==> src/apc_pkg.sv <==
// Package: register map, field layout, reset values and configuration carrier.
// Assumes a single 200 MHz peripheral clock and a simple strobe register port.
package apc_pkg;

   // ==========================================================================
   // Register map (byte offsets)
   localparam logic [7:0] OFF_PDIR     = 8'h00;
   localparam logic [7:0] OFF_TX_HCTL  = 8'h04;
   localparam logic [7:0] OFF_TX_BCTL  = 8'h08;
   localparam logic [7:0] OFF_RX_HCTL  = 8'h0C;
   localparam logic [7:0] OFF_RX_BCTL  = 8'h10;
   localparam logic [7:0] OFF_FRAME    = 8'h14;
   localparam logic [7:0] OFF_CLKCHK   = 8'h18;
   localparam logic [7:0] OFF_STATUS   = 8'h1C;

   // ==========================================================================
   // Field positions and widths
   localparam int PD_TX_BCLK   = 26;
   localparam int PD_TX_HCLK   = 27;
   localparam int PD_TX_FS     = 28;
   localparam int PD_RX_BCLK   = 29;
   localparam int PD_RX_HCLK   = 30;
   localparam int PD_RX_FS     = 31;
   localparam int HCLK_SRC_BIT = 15;
   localparam int HDIV_W       = 12;
   localparam int BCLK_SRC_BIT = 5;
   localparam int BDIV_W       = 5;
   localparam int FS_LEN_W     = 8;
   localparam int RX_FS_LSB    = 8;
   localparam int CHK_W        = 16;
   localparam int ST_TX_FAIL   = 0;
   localparam int ST_RX_FAIL   = 1;
   localparam int ST_PIN_LSB   = 8;
   localparam int NUM_SYNC     = 7;

   // ==========================================================================
   // Reset values
   localparam logic [31:0]         PDIR_RST   = 32'h0000_0000;
   localparam logic [31:0]         HCTL_RST   = 32'h0000_0000;
   localparam logic [31:0]         BCTL_RST   = 32'h0000_0000;
   localparam logic [FS_LEN_W-1:0] FS_LEN_RST = 8'h1F;
   localparam logic [CHK_W-1:0]    CHK_RST    = 16'h0100;

   typedef struct packed {
      logic                hclk_int;
      logic [HDIV_W-1:0]   hdiv;
      logic                bclk_int;
      logic [BDIV_W-1:0]   bdiv;
      logic [FS_LEN_W-1:0] fs_len;
   } apc_side_cfg_t;

   function automatic apc_side_cfg_t apc_cfg_f(input logic [31:0]         hctl,
                                               input logic [31:0]         bctl,
                                               input logic [FS_LEN_W-1:0] len);
      apc_side_cfg_t c;
      c.hclk_int = hctl[HCLK_SRC_BIT];
      c.hdiv     = hctl[HDIV_W-1:0];
      c.bclk_int = bctl[BCLK_SRC_BIT];
      c.bdiv     = bctl[BDIV_W-1:0];
      c.fs_len   = len;
      return c;
   endfunction

endpackage

==> src/apc_side_gen.sv <==
// Two-stage clock divider and frame sync generator for one side of the port.
// Assumes all tick inputs are one-cycle pulses on sys_clk_i.
`timescale 1ns/1ps
module apc_side_gen
   import apc_pkg::*;
(
   input  wire logic          sys_clk_i,
   input  wire logic          rst_b_i,
   input  wire apc_side_cfg_t cfg_i,
   input  wire logic          aux_tick_i,
   input  wire logic          hpin_tick_i,
   input  wire logic          bpin_tick_i,
   output logic               hclk_o,
   output logic               bclk_o,
   output logic               fs_o,
   output logic               bclk_tick_o
);

   logic [HDIV_W-1:0]   hcnt_reg;
   logic [BDIV_W-1:0]   bcnt_reg;
   logic [FS_LEN_W-1:0] fcnt_reg;
   logic                src_tick;
   logic                hclk_tick;
   logic                bgen_tick;

   // ==========================================================================
   // High clock stage
   assign src_tick  = cfg_i.hclk_int ? aux_tick_i : hpin_tick_i;
   assign hclk_tick = src_tick && (hcnt_reg >= cfg_i.hdiv);

   always_ff @(posedge sys_clk_i or negedge rst_b_i) begin
      if (!rst_b_i) begin
         hcnt_reg <= '0;
         hclk_o   <= 1'b0;
      end else if (src_tick) begin
         hcnt_reg <= hclk_tick ? '0 : hcnt_reg + 1'b1;
         // Divide by one leaves a steady high level; ticks still run at source rate
         hclk_o   <= hclk_tick ? 1'b1 : ((hcnt_reg + 1'b1) <= (cfg_i.hdiv >> 1));
      end
   end

   // ==========================================================================
   // Bit clock stage, fed only by the high clock stage when internal
   assign bgen_tick   = cfg_i.bclk_int && hclk_tick && (bcnt_reg >= cfg_i.bdiv);
   assign bclk_tick_o = cfg_i.bclk_int ? bgen_tick : bpin_tick_i;

   always_ff @(posedge sys_clk_i or negedge rst_b_i) begin
      if (!rst_b_i) begin
         bcnt_reg <= '0;
         bclk_o   <= 1'b0;
      end else if (cfg_i.bclk_int && hclk_tick) begin
         bcnt_reg <= bgen_tick ? '0 : bcnt_reg + 1'b1;
         bclk_o   <= bgen_tick ? 1'b1 : ((bcnt_reg + 1'b1) <= (cfg_i.bdiv >> 1));
      end
   end

   // ==========================================================================
   // Frame sync: one bit period wide every fs_len+1 bits
   always_ff @(posedge sys_clk_i or negedge rst_b_i) begin
      if (!rst_b_i) begin
         fcnt_reg <= '0;
         fs_o     <= 1'b0;
      end else if (!cfg_i.bclk_int) begin
         fcnt_reg <= '0;
         fs_o     <= 1'b0;
      end else if (bgen_tick) begin
         fcnt_reg <= (fcnt_reg >= cfg_i.fs_len) ? '0 : fcnt_reg + 1'b1;
         fs_o     <= (fcnt_reg == '0);
      end
   end

   // ==========================================================================
   // Checks
   hdiv_bound_a: assert property (@(posedge sys_clk_i) disable iff (!rst_b_i)
      hclk_tick |=> hcnt_reg == '0)
      else $error("high clock counter did not wrap");
   hsrc_sel_a: assert property (@(posedge sys_clk_i) disable iff (!rst_b_i)
      hclk_tick && !cfg_i.hclk_int |-> hpin_tick_i)
      else $error("external high clock tick without pin edge");
   int_chain_a: assert property (@(posedge sys_clk_i) disable iff (!rst_b_i)
      bclk_tick_o && cfg_i.bclk_int |-> hclk_tick && (cfg_i.hclk_int ? aux_tick_i : 1'b1))
      else $error("bit clock tick not caused by high clock stage");
   ext_hclk_fs_a: assert property (@(posedge sys_clk_i) disable iff (!rst_b_i)
      bgen_tick && fcnt_reg == '0 && cfg_i.bclk_int |=> fs_o)
      else $error("frame sync missing at frame start");

endmodule

==> src/apc_top.sv <==
// Clock generation and pin direction control for both sides of an audio serial port.
// Assumes pins and the auxiliary clock are asynchronous; a pad ring resolves pin enables.
`timescale 1ns/1ps
module apc_top
   import apc_pkg::*;
(
   input  wire logic        sys_clk_i,
   input  wire logic        rst_b_i,
   input  wire logic [7:0]  reg_addr_i,
   input  wire logic [31:0] reg_wdata_i,
   input  wire logic        reg_wr_i,
   input  wire logic        reg_rd_i,
   output logic      [31:0] reg_rdata_o,
   input  wire logic        aux_clk_i,
   input  wire logic        tx_frame_sync_pin_i,
   output logic             tx_frame_sync_pin_o,
   output logic             tx_frame_sync_pin_oe_o,
   input  wire logic        tx_high_clock_pin_i,
   output logic             tx_high_clock_pin_o,
   output logic             tx_high_clock_pin_oe_o,
   input  wire logic        tx_bit_clock_pin_i,
   output logic             tx_bit_clock_pin_o,
   output logic             tx_bit_clock_pin_oe_o,
   input  wire logic        rx_frame_sync_pin_i,
   output logic             rx_frame_sync_pin_o,
   output logic             rx_frame_sync_pin_oe_o,
   input  wire logic        rx_high_clock_pin_i,
   output logic             rx_high_clock_pin_o,
   output logic             rx_high_clock_pin_oe_o,
   input  wire logic        rx_bit_clock_pin_i,
   output logic             rx_bit_clock_pin_o,
   output logic             rx_bit_clock_pin_oe_o,
   output logic             tx_clk_fail_o,
   output logic             rx_clk_fail_o
);

   // ==========================================================================
   // Register state
   logic [31:0]         pdir_reg;
   logic [31:0]         tx_hctl_reg;
   logic [31:0]         tx_bctl_reg;
   logic [31:0]         rx_hctl_reg;
   logic [31:0]         rx_bctl_reg;
   logic [FS_LEN_W-1:0] tx_fs_len_reg;
   logic [FS_LEN_W-1:0] rx_fs_len_reg;
   logic [CHK_W-1:0]    chk_thr_reg;
   logic [1:0]          fail_reg;
   logic [31:0]         rdata_next;

   logic wr_pdir;
   logic wr_status;

   assign wr_pdir   = reg_wr_i && (reg_addr_i == OFF_PDIR);
   assign wr_status = reg_wr_i && (reg_addr_i == OFF_STATUS);

   // ==========================================================================
   // Pin synchronisers
   // Index 0 aux clock, 1..3 transmit high/bit/frame, 4..6 receive high/bit/frame
   logic [NUM_SYNC-1:0] sync1_reg;
   logic [NUM_SYNC-1:0] sync2_reg;
   logic [NUM_SYNC-1:0] sync3_reg;
   logic [NUM_SYNC-1:0] rise;
   logic [NUM_SYNC-1:0] raw_in;

   assign raw_in = {rx_frame_sync_pin_i, rx_bit_clock_pin_i, rx_high_clock_pin_i,
                    tx_frame_sync_pin_i, tx_bit_clock_pin_i, tx_high_clock_pin_i,
                    aux_clk_i};

   always_ff @(posedge sys_clk_i or negedge rst_b_i) begin
      if (!rst_b_i) begin
         sync1_reg <= '0;
         sync2_reg <= '0;
         sync3_reg <= '0;
      end else begin
         sync1_reg <= raw_in;
         sync2_reg <= sync1_reg;
         sync3_reg <= sync2_reg;
      end
   end

   // Edge detect reads only the settled stages
   assign rise = sync2_reg & ~sync3_reg;

   // ==========================================================================
   // Configuration registers
   always_ff @(posedge sys_clk_i or negedge rst_b_i) begin
      if (!rst_b_i) begin
         pdir_reg <= PDIR_RST;
      end else if (wr_pdir) begin
         pdir_reg <= reg_wdata_i;
      end
   end

   always_ff @(posedge sys_clk_i or negedge rst_b_i) begin
      if (!rst_b_i) begin
         tx_hctl_reg <= HCTL_RST;
         tx_bctl_reg <= BCTL_RST;
         rx_hctl_reg <= HCTL_RST;
         rx_bctl_reg <= BCTL_RST;
      end else if (reg_wr_i) begin
         unique case (reg_addr_i)
            OFF_TX_HCTL: tx_hctl_reg <= reg_wdata_i;
            OFF_TX_BCTL: tx_bctl_reg <= reg_wdata_i;
            OFF_RX_HCTL: rx_hctl_reg <= reg_wdata_i;
            OFF_RX_BCTL: rx_bctl_reg <= reg_wdata_i;
            default: begin
            end
         endcase
      end
   end

   always_ff @(posedge sys_clk_i or negedge rst_b_i) begin
      if (!rst_b_i) begin
         tx_fs_len_reg <= FS_LEN_RST;
         rx_fs_len_reg <= FS_LEN_RST;
         chk_thr_reg   <= CHK_RST;
      end else if (reg_wr_i && reg_addr_i == OFF_FRAME) begin
         tx_fs_len_reg <= reg_wdata_i[FS_LEN_W-1:0];
         rx_fs_len_reg <= reg_wdata_i[RX_FS_LSB+FS_LEN_W-1:RX_FS_LSB];
      end else if (reg_wr_i && reg_addr_i == OFF_CLKCHK) begin
         chk_thr_reg <= reg_wdata_i[CHK_W-1:0];
      end
   end

   // ==========================================================================
   // Per-side generators and clock failure watchdogs
   apc_side_cfg_t    side_cfg [2];
   logic [1:0]       gen_hclk;
   logic [1:0]       gen_bclk;
   logic [1:0]       gen_fs;
   logic [1:0]       bclk_tick;
   logic [1:0]       fail_evt;
   logic [CHK_W-1:0] wd_cnt_reg [2];

   assign side_cfg[0] = apc_cfg_f(tx_hctl_reg, tx_bctl_reg, tx_fs_len_reg);
   assign side_cfg[1] = apc_cfg_f(rx_hctl_reg, rx_bctl_reg, rx_fs_len_reg);

   genvar s;
   generate
      for (s = 0; s < 2; s++) begin : g_side
         apc_side_gen u_gen (
            .sys_clk_i   (sys_clk_i),
            .rst_b_i     (rst_b_i),
            .cfg_i       (side_cfg[s]),
            .aux_tick_i  (rise[0]),
            .hpin_tick_i (rise[1+3*s]),
            .bpin_tick_i (rise[2+3*s]),
            .hclk_o      (gen_hclk[s]),
            .bclk_o      (gen_bclk[s]),
            .fs_o        (gen_fs[s]),
            .bclk_tick_o (bclk_tick[s])
         );

         // A stalled bit clock, e.g. a partner giving frame sync without one, trips this
         // Saturating compare, so a lowered threshold still trips at once
         assign fail_evt[s] = (chk_thr_reg != '0) && !bclk_tick[s]
                              && (wd_cnt_reg[s] >= chk_thr_reg);

         always_ff @(posedge sys_clk_i or negedge rst_b_i) begin
            if (!rst_b_i) begin
               wd_cnt_reg[s] <= '0;
            end else if (bclk_tick[s] || chk_thr_reg == '0) begin
               wd_cnt_reg[s] <= '0;
            end else if (wd_cnt_reg[s] < chk_thr_reg) begin
               wd_cnt_reg[s] <= wd_cnt_reg[s] + 1'b1;
            end
         end

         // Set beats a write-one clear in the same cycle
         always_ff @(posedge sys_clk_i or negedge rst_b_i) begin
            if (!rst_b_i) begin
               fail_reg[s] <= 1'b0;
            end else if (fail_evt[s]) begin
               fail_reg[s] <= 1'b1;
            end else if (wr_status && reg_wdata_i[ST_TX_FAIL+s]) begin
               fail_reg[s] <= 1'b0;
            end
         end
      end
   endgenerate

   assign tx_clk_fail_o = fail_reg[ST_TX_FAIL];
   assign rx_clk_fail_o = fail_reg[ST_RX_FAIL];

   // ==========================================================================
   // Pin drivers
   // Levels are produced whether or not the driver is enabled, so master timing
   // can run with quiet pins
   always_ff @(posedge sys_clk_i or negedge rst_b_i) begin
      if (!rst_b_i) begin
         tx_high_clock_pin_o <= 1'b0;
         tx_bit_clock_pin_o  <= 1'b0;
         tx_frame_sync_pin_o <= 1'b0;
         rx_high_clock_pin_o <= 1'b0;
         rx_bit_clock_pin_o  <= 1'b0;
         rx_frame_sync_pin_o <= 1'b0;
      end else begin
         tx_high_clock_pin_o <= gen_hclk[0];
         tx_bit_clock_pin_o  <= gen_bclk[0];
         tx_frame_sync_pin_o <= gen_fs[0];
         rx_high_clock_pin_o <= gen_hclk[1];
         rx_bit_clock_pin_o  <= gen_bclk[1];
         rx_frame_sync_pin_o <= gen_fs[1];
      end
   end

   // Enables come straight from the direction register bits
   assign tx_bit_clock_pin_oe_o  = pdir_reg[PD_TX_BCLK];
   assign tx_high_clock_pin_oe_o = pdir_reg[PD_TX_HCLK];
   assign tx_frame_sync_pin_oe_o = pdir_reg[PD_TX_FS];
   assign rx_bit_clock_pin_oe_o  = pdir_reg[PD_RX_BCLK];
   assign rx_high_clock_pin_oe_o = pdir_reg[PD_RX_HCLK];
   assign rx_frame_sync_pin_oe_o = pdir_reg[PD_RX_FS];

   // ==========================================================================
   // Read port: data stand one cycle after the strobe, zero otherwise
   always_comb begin
      rdata_next = '0;
      if (reg_rd_i) begin
         unique case (reg_addr_i)
            OFF_PDIR:    rdata_next = pdir_reg;
            OFF_TX_HCTL: rdata_next = tx_hctl_reg;
            OFF_TX_BCTL: rdata_next = tx_bctl_reg;
            OFF_RX_HCTL: rdata_next = rx_hctl_reg;
            OFF_RX_BCTL: rdata_next = rx_bctl_reg;
            OFF_FRAME: begin
               rdata_next[FS_LEN_W-1:0]                    = tx_fs_len_reg;
               rdata_next[RX_FS_LSB+FS_LEN_W-1:RX_FS_LSB] = rx_fs_len_reg;
            end
            OFF_CLKCHK:  rdata_next[CHK_W-1:0] = chk_thr_reg;
            OFF_STATUS: begin
               rdata_next[ST_RX_FAIL:ST_TX_FAIL]            = fail_reg;
               rdata_next[ST_PIN_LSB+NUM_SYNC-2:ST_PIN_LSB] = sync2_reg[NUM_SYNC-1:1];
            end
            default:     rdata_next = '0;
         endcase
      end
   end

   always_ff @(posedge sys_clk_i or negedge rst_b_i) begin
      if (!rst_b_i) begin
         reg_rdata_o <= '0;
      end else begin
         reg_rdata_o <= rdata_next;
      end
   end

   // ==========================================================================
   // Checks
   pdir_oe_follow_a: assert property (@(posedge sys_clk_i) disable iff (!rst_b_i)
      wr_pdir |=> tx_bit_clock_pin_oe_o == $past(reg_wdata_i[PD_TX_BCLK])
                  && rx_frame_sync_pin_oe_o == $past(reg_wdata_i[PD_RX_FS])
                  && tx_high_clock_pin_oe_o == $past(reg_wdata_i[PD_TX_HCLK]))
      else $error("pin enable does not follow direction write");

   tx_master_dir_a: assert property (@(posedge sys_clk_i) disable iff (!rst_b_i)
      wr_pdir && reg_wdata_i == 32'h1C00_0000 |=>
         {tx_frame_sync_pin_oe_o, tx_high_clock_pin_oe_o, tx_bit_clock_pin_oe_o} == 3'h7
         && {rx_frame_sync_pin_oe_o, rx_high_clock_pin_oe_o, rx_bit_clock_pin_oe_o} == 3'h0)
      else $error("transmit master direction wrong");

   all_input_dir_a: assert property (@(posedge sys_clk_i) disable iff (!rst_b_i)
      wr_pdir && reg_wdata_i == 32'h0000_0000 |=>
         !(tx_frame_sync_pin_oe_o || tx_high_clock_pin_oe_o || tx_bit_clock_pin_oe_o
           || rx_frame_sync_pin_oe_o || rx_high_clock_pin_oe_o || rx_bit_clock_pin_oe_o))
      else $error("a pin still driven after all-input direction");

   ext_hclk_dir_a: assert property (@(posedge sys_clk_i) disable iff (!rst_b_i)
      wr_pdir && reg_wdata_i == 32'h1400_0000 |=>
         !tx_high_clock_pin_oe_o && tx_frame_sync_pin_oe_o && tx_bit_clock_pin_oe_o)
      else $error("external high clock direction wrong");

   quiet_master_a: assert property (@(posedge sys_clk_i) disable iff (!rst_b_i)
      $rose(gen_bclk[0]) |=> tx_bit_clock_pin_o)
      else $error("generated bit clock not presented at pin output");

   fail_set_a: assert property (@(posedge sys_clk_i) disable iff (!rst_b_i)
      fail_evt[0] |=> tx_clk_fail_o [*2])
      else $error("clock failure flag not set and held");

   unmapped_read_a: assert property (@(posedge sys_clk_i) disable iff (!rst_b_i)
      reg_rd_i && reg_addr_i > OFF_STATUS |=> reg_rdata_o == 32'h0000_0000)
      else $error("unmapped read returned data");

   aux_source_a: assert property (@(posedge sys_clk_i) disable iff (!rst_b_i)
      $rose(gen_hclk[0]) && side_cfg[0].hclk_int |-> $past(rise[0]))
      else $error("internal high clock edge without auxiliary edge");

   rx_aux_source_a: assert property (@(posedge sys_clk_i) disable iff (!rst_b_i)
      $rose(gen_hclk[1]) && side_cfg[1].hclk_int |-> $past(rise[0]))
      else $error("receive high clock edge without auxiliary edge");

   ext_source_a: assert property (@(posedge sys_clk_i) disable iff (!rst_b_i)
      $rose(gen_hclk[0]) && !side_cfg[0].hclk_int |-> $past(rise[1]))
      else $error("external high clock edge without pin edge");

   pin_level_a: assert property (@(posedge sys_clk_i) disable iff (!rst_b_i)
      tx_high_clock_pin_o == $past(gen_hclk[0]) && tx_bit_clock_pin_o == $past(gen_bclk[0])
      && tx_frame_sync_pin_o == $past(gen_fs[0])
      && rx_bit_clock_pin_o == $past(gen_bclk[1]))
      else $error("pin output does not follow its generator");

   pdir_hold_a: assert property (@(posedge sys_clk_i) disable iff (!rst_b_i)
      !wr_pdir |=> $stable(pdir_reg))
      else $error("direction changed without a write");

   rd_data_once_a: assert property (@(posedge sys_clk_i) disable iff (!rst_b_i)
      !reg_rd_i |=> reg_rdata_o == 32'h0000_0000)
      else $error("read data stood longer than one cycle");

   status_rd_a: assert property (@(posedge sys_clk_i) disable iff (!rst_b_i)
      reg_rd_i && reg_addr_i == OFF_STATUS |=> reg_rdata_o[ST_TX_FAIL] == $past(tx_clk_fail_o))
      else $error("status read lost the failure flag");

   frame_rd_a: assert property (@(posedge sys_clk_i) disable iff (!rst_b_i)
      reg_rd_i && reg_addr_i == OFF_FRAME |=> reg_rdata_o[31:16] == 16'h0000)
      else $error("frame length read has stray upper bits");

   rx_fail_set_a: assert property (@(posedge sys_clk_i) disable iff (!rst_b_i)
      fail_evt[1] |=> rx_clk_fail_o)
      else $error("receive clock failure flag not set");

   fail_clear_a: assert property (@(posedge sys_clk_i) disable iff (!rst_b_i)
      wr_status && reg_wdata_i[ST_TX_FAIL] && !fail_evt[0] |=> !tx_clk_fail_o)
      else $error("write one did not clear the failure flag");

   fail_hold_a: assert property (@(posedge sys_clk_i) disable iff (!rst_b_i)
      rx_clk_fail_o && !(wr_status && reg_wdata_i[ST_RX_FAIL]) |=> rx_clk_fail_o)
      else $error("failure flag dropped without a clear");

   wd_cap_a: assert property (@(posedge sys_clk_i) disable iff (!rst_b_i)
      wd_cnt_reg[0] <= chk_thr_reg |=> wd_cnt_reg[0] <= chk_thr_reg || $changed(chk_thr_reg))
      else $error("watchdog counter ran past its threshold");

   master_run_c: cover property (@(posedge sys_clk_i) disable iff (!rst_b_i)
      side_cfg[0].bclk_int && side_cfg[0].hclk_int && $rose(tx_frame_sync_pin_o));
   ext_hclk_run_c: cover property (@(posedge sys_clk_i) disable iff (!rst_b_i)
      side_cfg[0].bclk_int && !side_cfg[0].hclk_int && $rose(tx_bit_clock_pin_o));
   clk_fail_c: cover property (@(posedge sys_clk_i) disable iff (!rst_b_i)
      $rose(rx_clk_fail_o));
   fail_clear_c: cover property (@(posedge sys_clk_i) disable iff (!rst_b_i)
      $fell(tx_clk_fail_o));
   slave_clock_c: cover property (@(posedge sys_clk_i) disable iff (!rst_b_i)
      !side_cfg[0].bclk_int && bclk_tick[0]);

endmodule

==> config.mk <==
export PLATFORM = sky130hd
export DESIGN_NAME = apc_top
export DESIGN_NICKNAME = d
export VERILOG_FILES = /design/src/apc_pkg.sv /design/src/apc_side_gen.sv /design/src/apc_top.sv
export SDC_FILE = /design/constraint.sdc
export NUM_CORES = 1
export LEC_CHECK = 0
export BUFFER_PORTS_ARGS = -buffer_cell sky130_fd_sc_hd__buf_2
export CORE_UTILIZATION = 40
export CTS_CLUSTER_DIAMETER = 80
export DETAILED_ROUTE_END_ITERATION = 8
export SYNTH_ARGS = -nofsm -noshare
export SYNTH_HDL_FRONTEND = slang
export SYNTH_SLANG_ARGS = --single-unit
==> constraint.sdc <==
create_clock -name sys_clk_i -period 6.3 [get_ports sys_clk_i]
set_input_delay 0.63 -clock sys_clk_i [delete_from_list [all_inputs] [get_ports sys_clk_i]]
set_output_delay 0.63 -clock sys_clk_i [all_outputs]
set_load 0.02 [all_outputs]
-- Word level (Yosys, flattened, before mapping)
Cells that the tools add are included.
- muxes and demuxes: 36
- divide/modulo/power cells: 0
- shifts and indexed selects: 0
- order comparisons: 14
- multiply operators: 0
- equal/unequal tests: 9
- reductions and logical operators: 34
- add/sub/neg operators: 8
- bitwise logic cells: 3
- operator list (operator ; count):
    case mux 16 bit (5 select lines) ; 1
    2-to-1 mux 16 bit ; 4
    2-to-1 mux 8 bit ; 6
    case mux 6 bit (8 select lines) ; 1
    case mux 6 bit (7 select lines) ; 1
    adder 16 x 1 -> 16 bit, second input constant ; 2
    equality test 8 x 5 -> 1 bit, second input constant ; 4
    >= comparator 16 bit ; 2
    less-than comparator 16 bit ; 2
    2-to-1 mux 32 bit ; 1
    adder 12 x 1 -> 12 bit, second input constant ; 2
    >= comparator 12 bit ; 2
    less-or-equal comparator 12 x 11 -> 1 bit ; 2
    zero test 8 bit ; 3
    2-to-1 mux 12 bit ; 2
    adder 8 x 1 -> 8 bit, second input constant ; 2
    equality test 8 x 4 -> 1 bit, second input constant ; 2
    >= comparator 8 bit ; 2
    logical AND 1 bit ; 16
    zero test 16 bit ; 1
    2-to-1 mux 1 bit ; 16
    case mux 2 bit (8 select lines) ; 1
    nonzero test 16 bit ; 1
    case mux 2 bit (7 select lines) ; 1
    13 further kinds ; 27
- memories: 0
- register bits: 340
- latch bits: 0
- word-level logic and storage cells: 138
- RAM bits: 0
- memory bits (read-only): 0

-- Logic depth before layout (Yosys ltp)
- word-level depth: 11
- depth in mapped cells: 10
- mapped depth without buffers: 10

-- Cells and area by module
From an unflattened synthesis, not the netlist that was laid out.
- cells, all modules: 1580
- area, all modules: 17679.5 um^2
- modules (own cells, without submodules) (module ; cells each ; instances ; area each (um^2)):
    apc_top ; 970 ; 1 ; 12494.5
    apc_side_gen (g_side[1].u_gen) ; 303 ; 1 ; 2638.8
    apc_side_gen (g_side[0].u_gen) ; 307 ; 1 ; 2546.2

-- Worst setup path after synthesis
OpenSTA, ideal clock, no wires.
- kind: register -> register
- start point: reg rx_fs_len_reg[4]
- end point: reg g_side[1].u_gen.fcnt_reg[0]
- cell stages (with the launch flop): 9
- library setup time: 0.084 ns
- path slack: 3.934 ns
- required time: 6.216 ns
- data arrival time: 2.282 ns
- path through: dfstp_2 > inv_1 > ha_1 > a21o_1 > a211o_1 > a41o_1 > a21oi_4 > or4b_1 > a21boi_0
- longest elaborated chain between the ends: 4
- ends and longest elaborated chain (item ; RTL line ; RTL):
    from (decl) ; apc_top.sv:45 ; logic [FS_LEN_W-1:0] rx_fs_len_reg;
    from (signal assigned) ; apc_top.sv:119 ; rx_fs_len_reg <= reg_wdata_i[RX_FS_LSB+FS_LEN_W-1:RX_FS_LSB];
    >= comparator 8 bit ; apc_side_gen.sv:67 ; fcnt_reg <= (fcnt_reg >= cfg_i.fs_len) ? '0 : fcnt_reg + 1'b1;
    2-to-1 mux 8 bit ; apc_side_gen.sv:67 ;
    2-to-1 mux 8 bit ; apc_side_gen.sv:66 ; end else if (bgen_tick) begin
    2-to-1 mux 8 bit ; apc_side_gen.sv:63 ; end else if (!cfg_i.bclk_int) begin
    to (signal assigned) ; apc_side_gen.sv:67 ;
    to (decl) ; apc_side_gen.sv:21 ; logic [FS_LEN_W-1:0] fcnt_reg;
Every way passes these cells. The select of a mux whose other input is x is not followed.
A chain may end at the register's enable or synchronous reset.

-- Worst setup path after layout
- start point: reg rx_hctl_reg[11]
- end point: reg fail_reg[1] (netlist: rx_clk_fail_o)
- longest elaborated chain between the ends: 9
- elaborated cells on any way between the ends: 10
- ends and longest elaborated chain (item ; RTL line ; RTL):
    from (decl) ; apc_top.sv:42 ; logic [31:0] rx_hctl_reg;
    from (signal assigned) ; apc_top.sv:104 ; OFF_RX_HCTL: rx_hctl_reg <= reg_wdata_i;
    >= comparator 12 bit * ; apc_side_gen.sv:29 ; assign hclk_tick = src_tick && (hcnt_reg >= cfg_i.hdiv);
    logical AND 1 bit * ; apc_side_gen.sv:29 ;
    logical AND 1 bit * (2 in a row) ; apc_side_gen.sv:44 ; assign bgen_tick = cfg_i.bclk_int && hclk_tick && (bcnt_reg >= cfg_i.bdiv);
    2-to-1 mux 1 bit * ; apc_side_gen.sv:45 ; assign bclk_tick_o = cfg_i.bclk_int ? bgen_tick : bpin_tick_i;
    zero test 1 bit * ; apc_top.sv:156 ; assign fail_evt[s] = (chk_thr_reg != '0) && !bclk_tick[s]
    logical AND 1 bit * ; apc_top.sv:156 ;
    logical AND 1 bit * ; apc_top.sv:157 ; && (wd_cnt_reg[s] >= chk_thr_reg);
    2-to-1 mux 1 bit or nonzero test 2 bit (tied branches) ; n/a ;
    to (signal, indexed assignment) ; apc_top.sv:172 ; fail_reg[s] <= 1'b0;
    to (signal, indexed assignment) ; apc_top.sv:174 ; fail_reg[s] <= 1'b1;
    to (signal, indexed assignment) ; apc_top.sv:176 ; fail_reg[s] <= 1'b0;
    to (decl) ; apc_top.sv:47 ; logic [1:0] fail_reg;
Every way passes the cells marked *; elsewhere a longest branch is shown, timed or not.

==> metrics.md <==
| Metric | Value |
|---|---|
| Status | completed |
| Slew @ Worst Pin | 1070 ps |
| Comb power frac | 0.130 |
| Skew-Pair Late Insertion Delay | slightly below 600 ps |
| Core ar. | 42,200 um2 |
| Switching pwr | 1.51 mW |
| Via count | 12.3k |
| DIE AREA | 43,900 um2 |
| Initial DRC count | 983 |
| FF-to-FF path depth | 8 |
| Crit Path Max Fanout | 17 |
| Syn avg cell area | about 12 um2 |
| Gr ovfl total | 0 |
| Largest net degree at the start of global routing | 137 |
| Tmin final | 3230 ps |
| Yosys top cell by area | dfrtp_1 |
| Sequential Power Share | 0.427 |
| Post-route ant nets | 0 |
| Area contributors post-synth | dfrtp_1, mux2_2, ha_1 |
| Synth warn | 0 |
| FF-to-FF Start | rx_hctl_reg[11]$_DFFE_PN0P_ |
| Crit path DAT | 3680 ps |
| Mapped Cells | 1,466 |
| Post-cts sizing count | 0 |
| Max frequency | roughly 310 MHz |
| First-pass GRT wire length | 71.4 mm |
| DIE HEIGHT | 209 um |
| Tot GR Track Use | 0.206 |
| Post-Syn Area | roughly 17,000 um2 |
| CTS Sinks | 339 |
| Die X | approximately 210 um |
| Initial Util | 0.408 |
| Min Hold Slack | 55.6 ps |
| DRC | 0 |
| Final Skew | 35.1 ps |
| Routed WL per cell | 20.7 um |
| Grt met1 use | 0.278 |
| RSZ-0062 raised after global routing | no |
| Internal power | 4.08 mW |
| P_leak | 9.14 nW |
| Avg Vias per Cell | 5.75 |
| Syn Nets | 1,639 |
| Post-DP HPWL | 30.8 mm |
| Reg2reg end | rx_clk_fail_o$_DFFE_PN0P_ |
| H-Tree Depth | 2 |
| CTS tree | built |
| Setup Crit Path Kind | reg -> reg |
| Setup violators final | 0 |
| Slew margin rel. | 0.290 |
| Io pins | 97 |
| Worst R2R Setup Slack | 3070 ps |
| Final wirelength | 44.4 mm |
| Cts bufs inserted | 40 |
| Fin. max-slew vios | 0 |
| Switching Fraction | 0.271 |
| Pwr/cell area | between 200 and 300 nW/um2 |
| Met3 Usage GRT | 0.0374 |
| Reg clk slew, reported paths | around 60 ps |
| Nature of the critical path endpoint | flip-flop |
| Number of synthesized flops with an enable pin | 0 |
| P&R area growth vs syn | 15.0% |
| Seq/Total Area, Yosys | 0.494 |
| Drt pass-1 iters | 5 |
| Post-CTS Hold Buffers | 0 |
| FFs w/ async S/R, synth | 1.00 |
| Post-CTS setup buffers | 0 |
| Antenna violations before repair | 5 |
| Layout cells sized above 1 | 0.256 |
| Clk pwr share | 0.443 |
| Accumulated negative setup slack | 0 ps |
| Predominant post-synthesis flop cell | dfrtp_1 |
| Final GP Congestion | 0.859 |
| Met2 Track Usage GR | 0.339 |
| Busiest layer in global routing | met2 |
| VDD IR max | 0.198 mV |
| #FFs+latches synth | 339 |
| Hold Vio Cnt, Final | 0 |
| Unique masters post-synth | 77 |
| Root buf cell | clkbuf_16 |
| Period utilization | 0.513 |
| Max_cap viols | 0 |
| Input/output buffers | 96 |
| Longest Clk Path Bufs | 3 |
| Share of the synthesized area in the top cell type | 0.477 |
| Nets | 1,746 |
| Num rows | 75 |
| Vias in the first global route | 12.6k |
| Critical path required time | around 6800 ps |
| Fillers | 3,849 |
| CP startpoint kind | flip-flop |
| Hold Crit Class | in -> async |
[stage by stage]
step | std cells | util | instance area (um2) | worst slack, ps | power [mW]
finish | 2144 | 0.469 | 19800 | 3070 | 5.59
CTS | 2142 | 0.469 | 19800 | 3100 | 5.66
global placement | 2070 | 0.435 | 18400 | 3040 | 3.14
detailed placement | 2070 | 0.435 | 18400 | 2950 | 3.16
global route | 2144 | 0.469 | 19800 | 2890 | 5.84
floorplan | 1466 | - | 17200 | 3930 | 2.89
[final cells by class]
| cell class | count | area [um2] | share of cell area |
|---|---|---|---|
| multi-input combinational | 980 | 8160 | 0.412 |
| sequential | 339 | 8500 | 0.429 |
| timing repair buffer | 121 | 691 | 0.0349 |
| clock inverter | 16 | 319 | 0.0161 |
| clock buffer | 56 | 1110 | 0.0561 |
| antenna | 2 | 5.00 | 0.000253 |
| inverter | 91 | 342 | 0.0173 |
| tap | 539 | 674 | 0.0341 |
[per-layer routing]
metal | vias up | share of wire | routed length (um)
li1 | 5692 | - | -
met2 | 308 | 0.48 | 21400
met3 | 65 | 0.049 | 2180
met5 | - | 0.00067 | 30
met4 | 4 | 0.022 | 992
met1 | 6269 | 0.45 | 19800
[synthesized netlist by cell type, types with 8 or more instances]
cell        n
dfrtp_1   328
ha_1      122
a22o_1     18
o21ai_0    39
a222oi_1   24
nor2b_1    14
nor2_1     52
inv_1      91
o21a_1     16
a211oi_1   11
dfstp_2    11
nand3_1    41
and3_1     10
mux2_1      8
buf_1       8
nor4_1     27
buf_2      16
xnor2_1    46
nand4_1    30
a31oi_1    18
clkbuf_1   31
nand2b_1    8
a221oi_1    8
a22oi_1    48
nand2_1    57
a21oi_1    56
mux2_2    186
xor2_1     10
nor3_1     10
o211ai_1   14
[cell families (layout without fill, tap and decap cells)]
logic type      count (synthesis)  after routing  share of synthesized area
xor+xnor                       56             56                     0.0285
fa+ha+maj                     122            122                     0.0887
flops                         339            339                      0.494
simple gates                  291            291                     0.0943
other cells                     0              2                          0
mux                           199            199                      0.130
compound gates                312            312                      0.132
buf+inv                       147            284                     0.0334
[cells in the final DEF, fill, tap and decap left out, types with 10 or more instances in the layout]
cell type and instances:
a211oi_1 11, a21oi_1 56, a222oi_1 24, a22o_1 18, a22oi_1 48, a31oi_1 18
and3_1 10, buf_2 95, buf_4 24, clkbuf_1 11, clkbuf_16 40, dfrtp_1 328
dfstp_2 11, ha_1 122, inv_1 91, mux2_2 186, nand2_1 57, nand3_1 41
nand4_1 30, nor2_1 51, nor2b_1 14, nor3_1 10, nor4_1 27, o211ai_1 14
o21a_1 16, o21ai_0 39, xnor2_1 46, xor2_1 10
[worst max path at each step]
stage                                 start                                       to  cells after the start
4_1_cts         rx_hctl_reg[11]$_DFFE_PN0P_                rx_clk_fail_o$_DFFE_PN0P_                      8
6_report        rx_hctl_reg[11]$_DFFE_PN0P_                rx_clk_fail_o$_DFFE_PN0P_                      8
2_1_floorplan  rx_fs_len_reg[4]$_DFFE_PN1P_  g_side[1].u_gen.fcnt_reg[0]$_DFFE_PN0P_                      8
3_3_place_gp                  reg_addr_i[5]                 pdir_reg[31]$_DFFE_PN0P_                      9
3_5_place_dp                  reg_addr_i[5]                 pdir_reg[31]$_DFFE_PN0P_                      9
5_1_grt         rx_hctl_reg[11]$_DFFE_PN0P_                rx_clk_fail_o$_DFFE_PN0P_                      8
[critical path, cell delays in order, from the launching register on]
cell	delay, ps
dfrtp_1	460
inv_1	100
ha_1	330
nand4_1	430
a21oi_1	580
nand2_1	420
o311ai_2	350
buf_4	290
o21ai_0	120
[power groups by stage]
stage               Combinational [mW]  Clock [mW]  Sequential (mW)
global placement                 0.718           0             2.42
global route                     0.813        2.62             2.40
detailed placement               0.734           0             2.43
floorplan                        0.485           0             2.40
finish                           0.728        2.47             2.39
CTS                              0.737        2.54             2.39
Power figures use the tool's default switching activity.
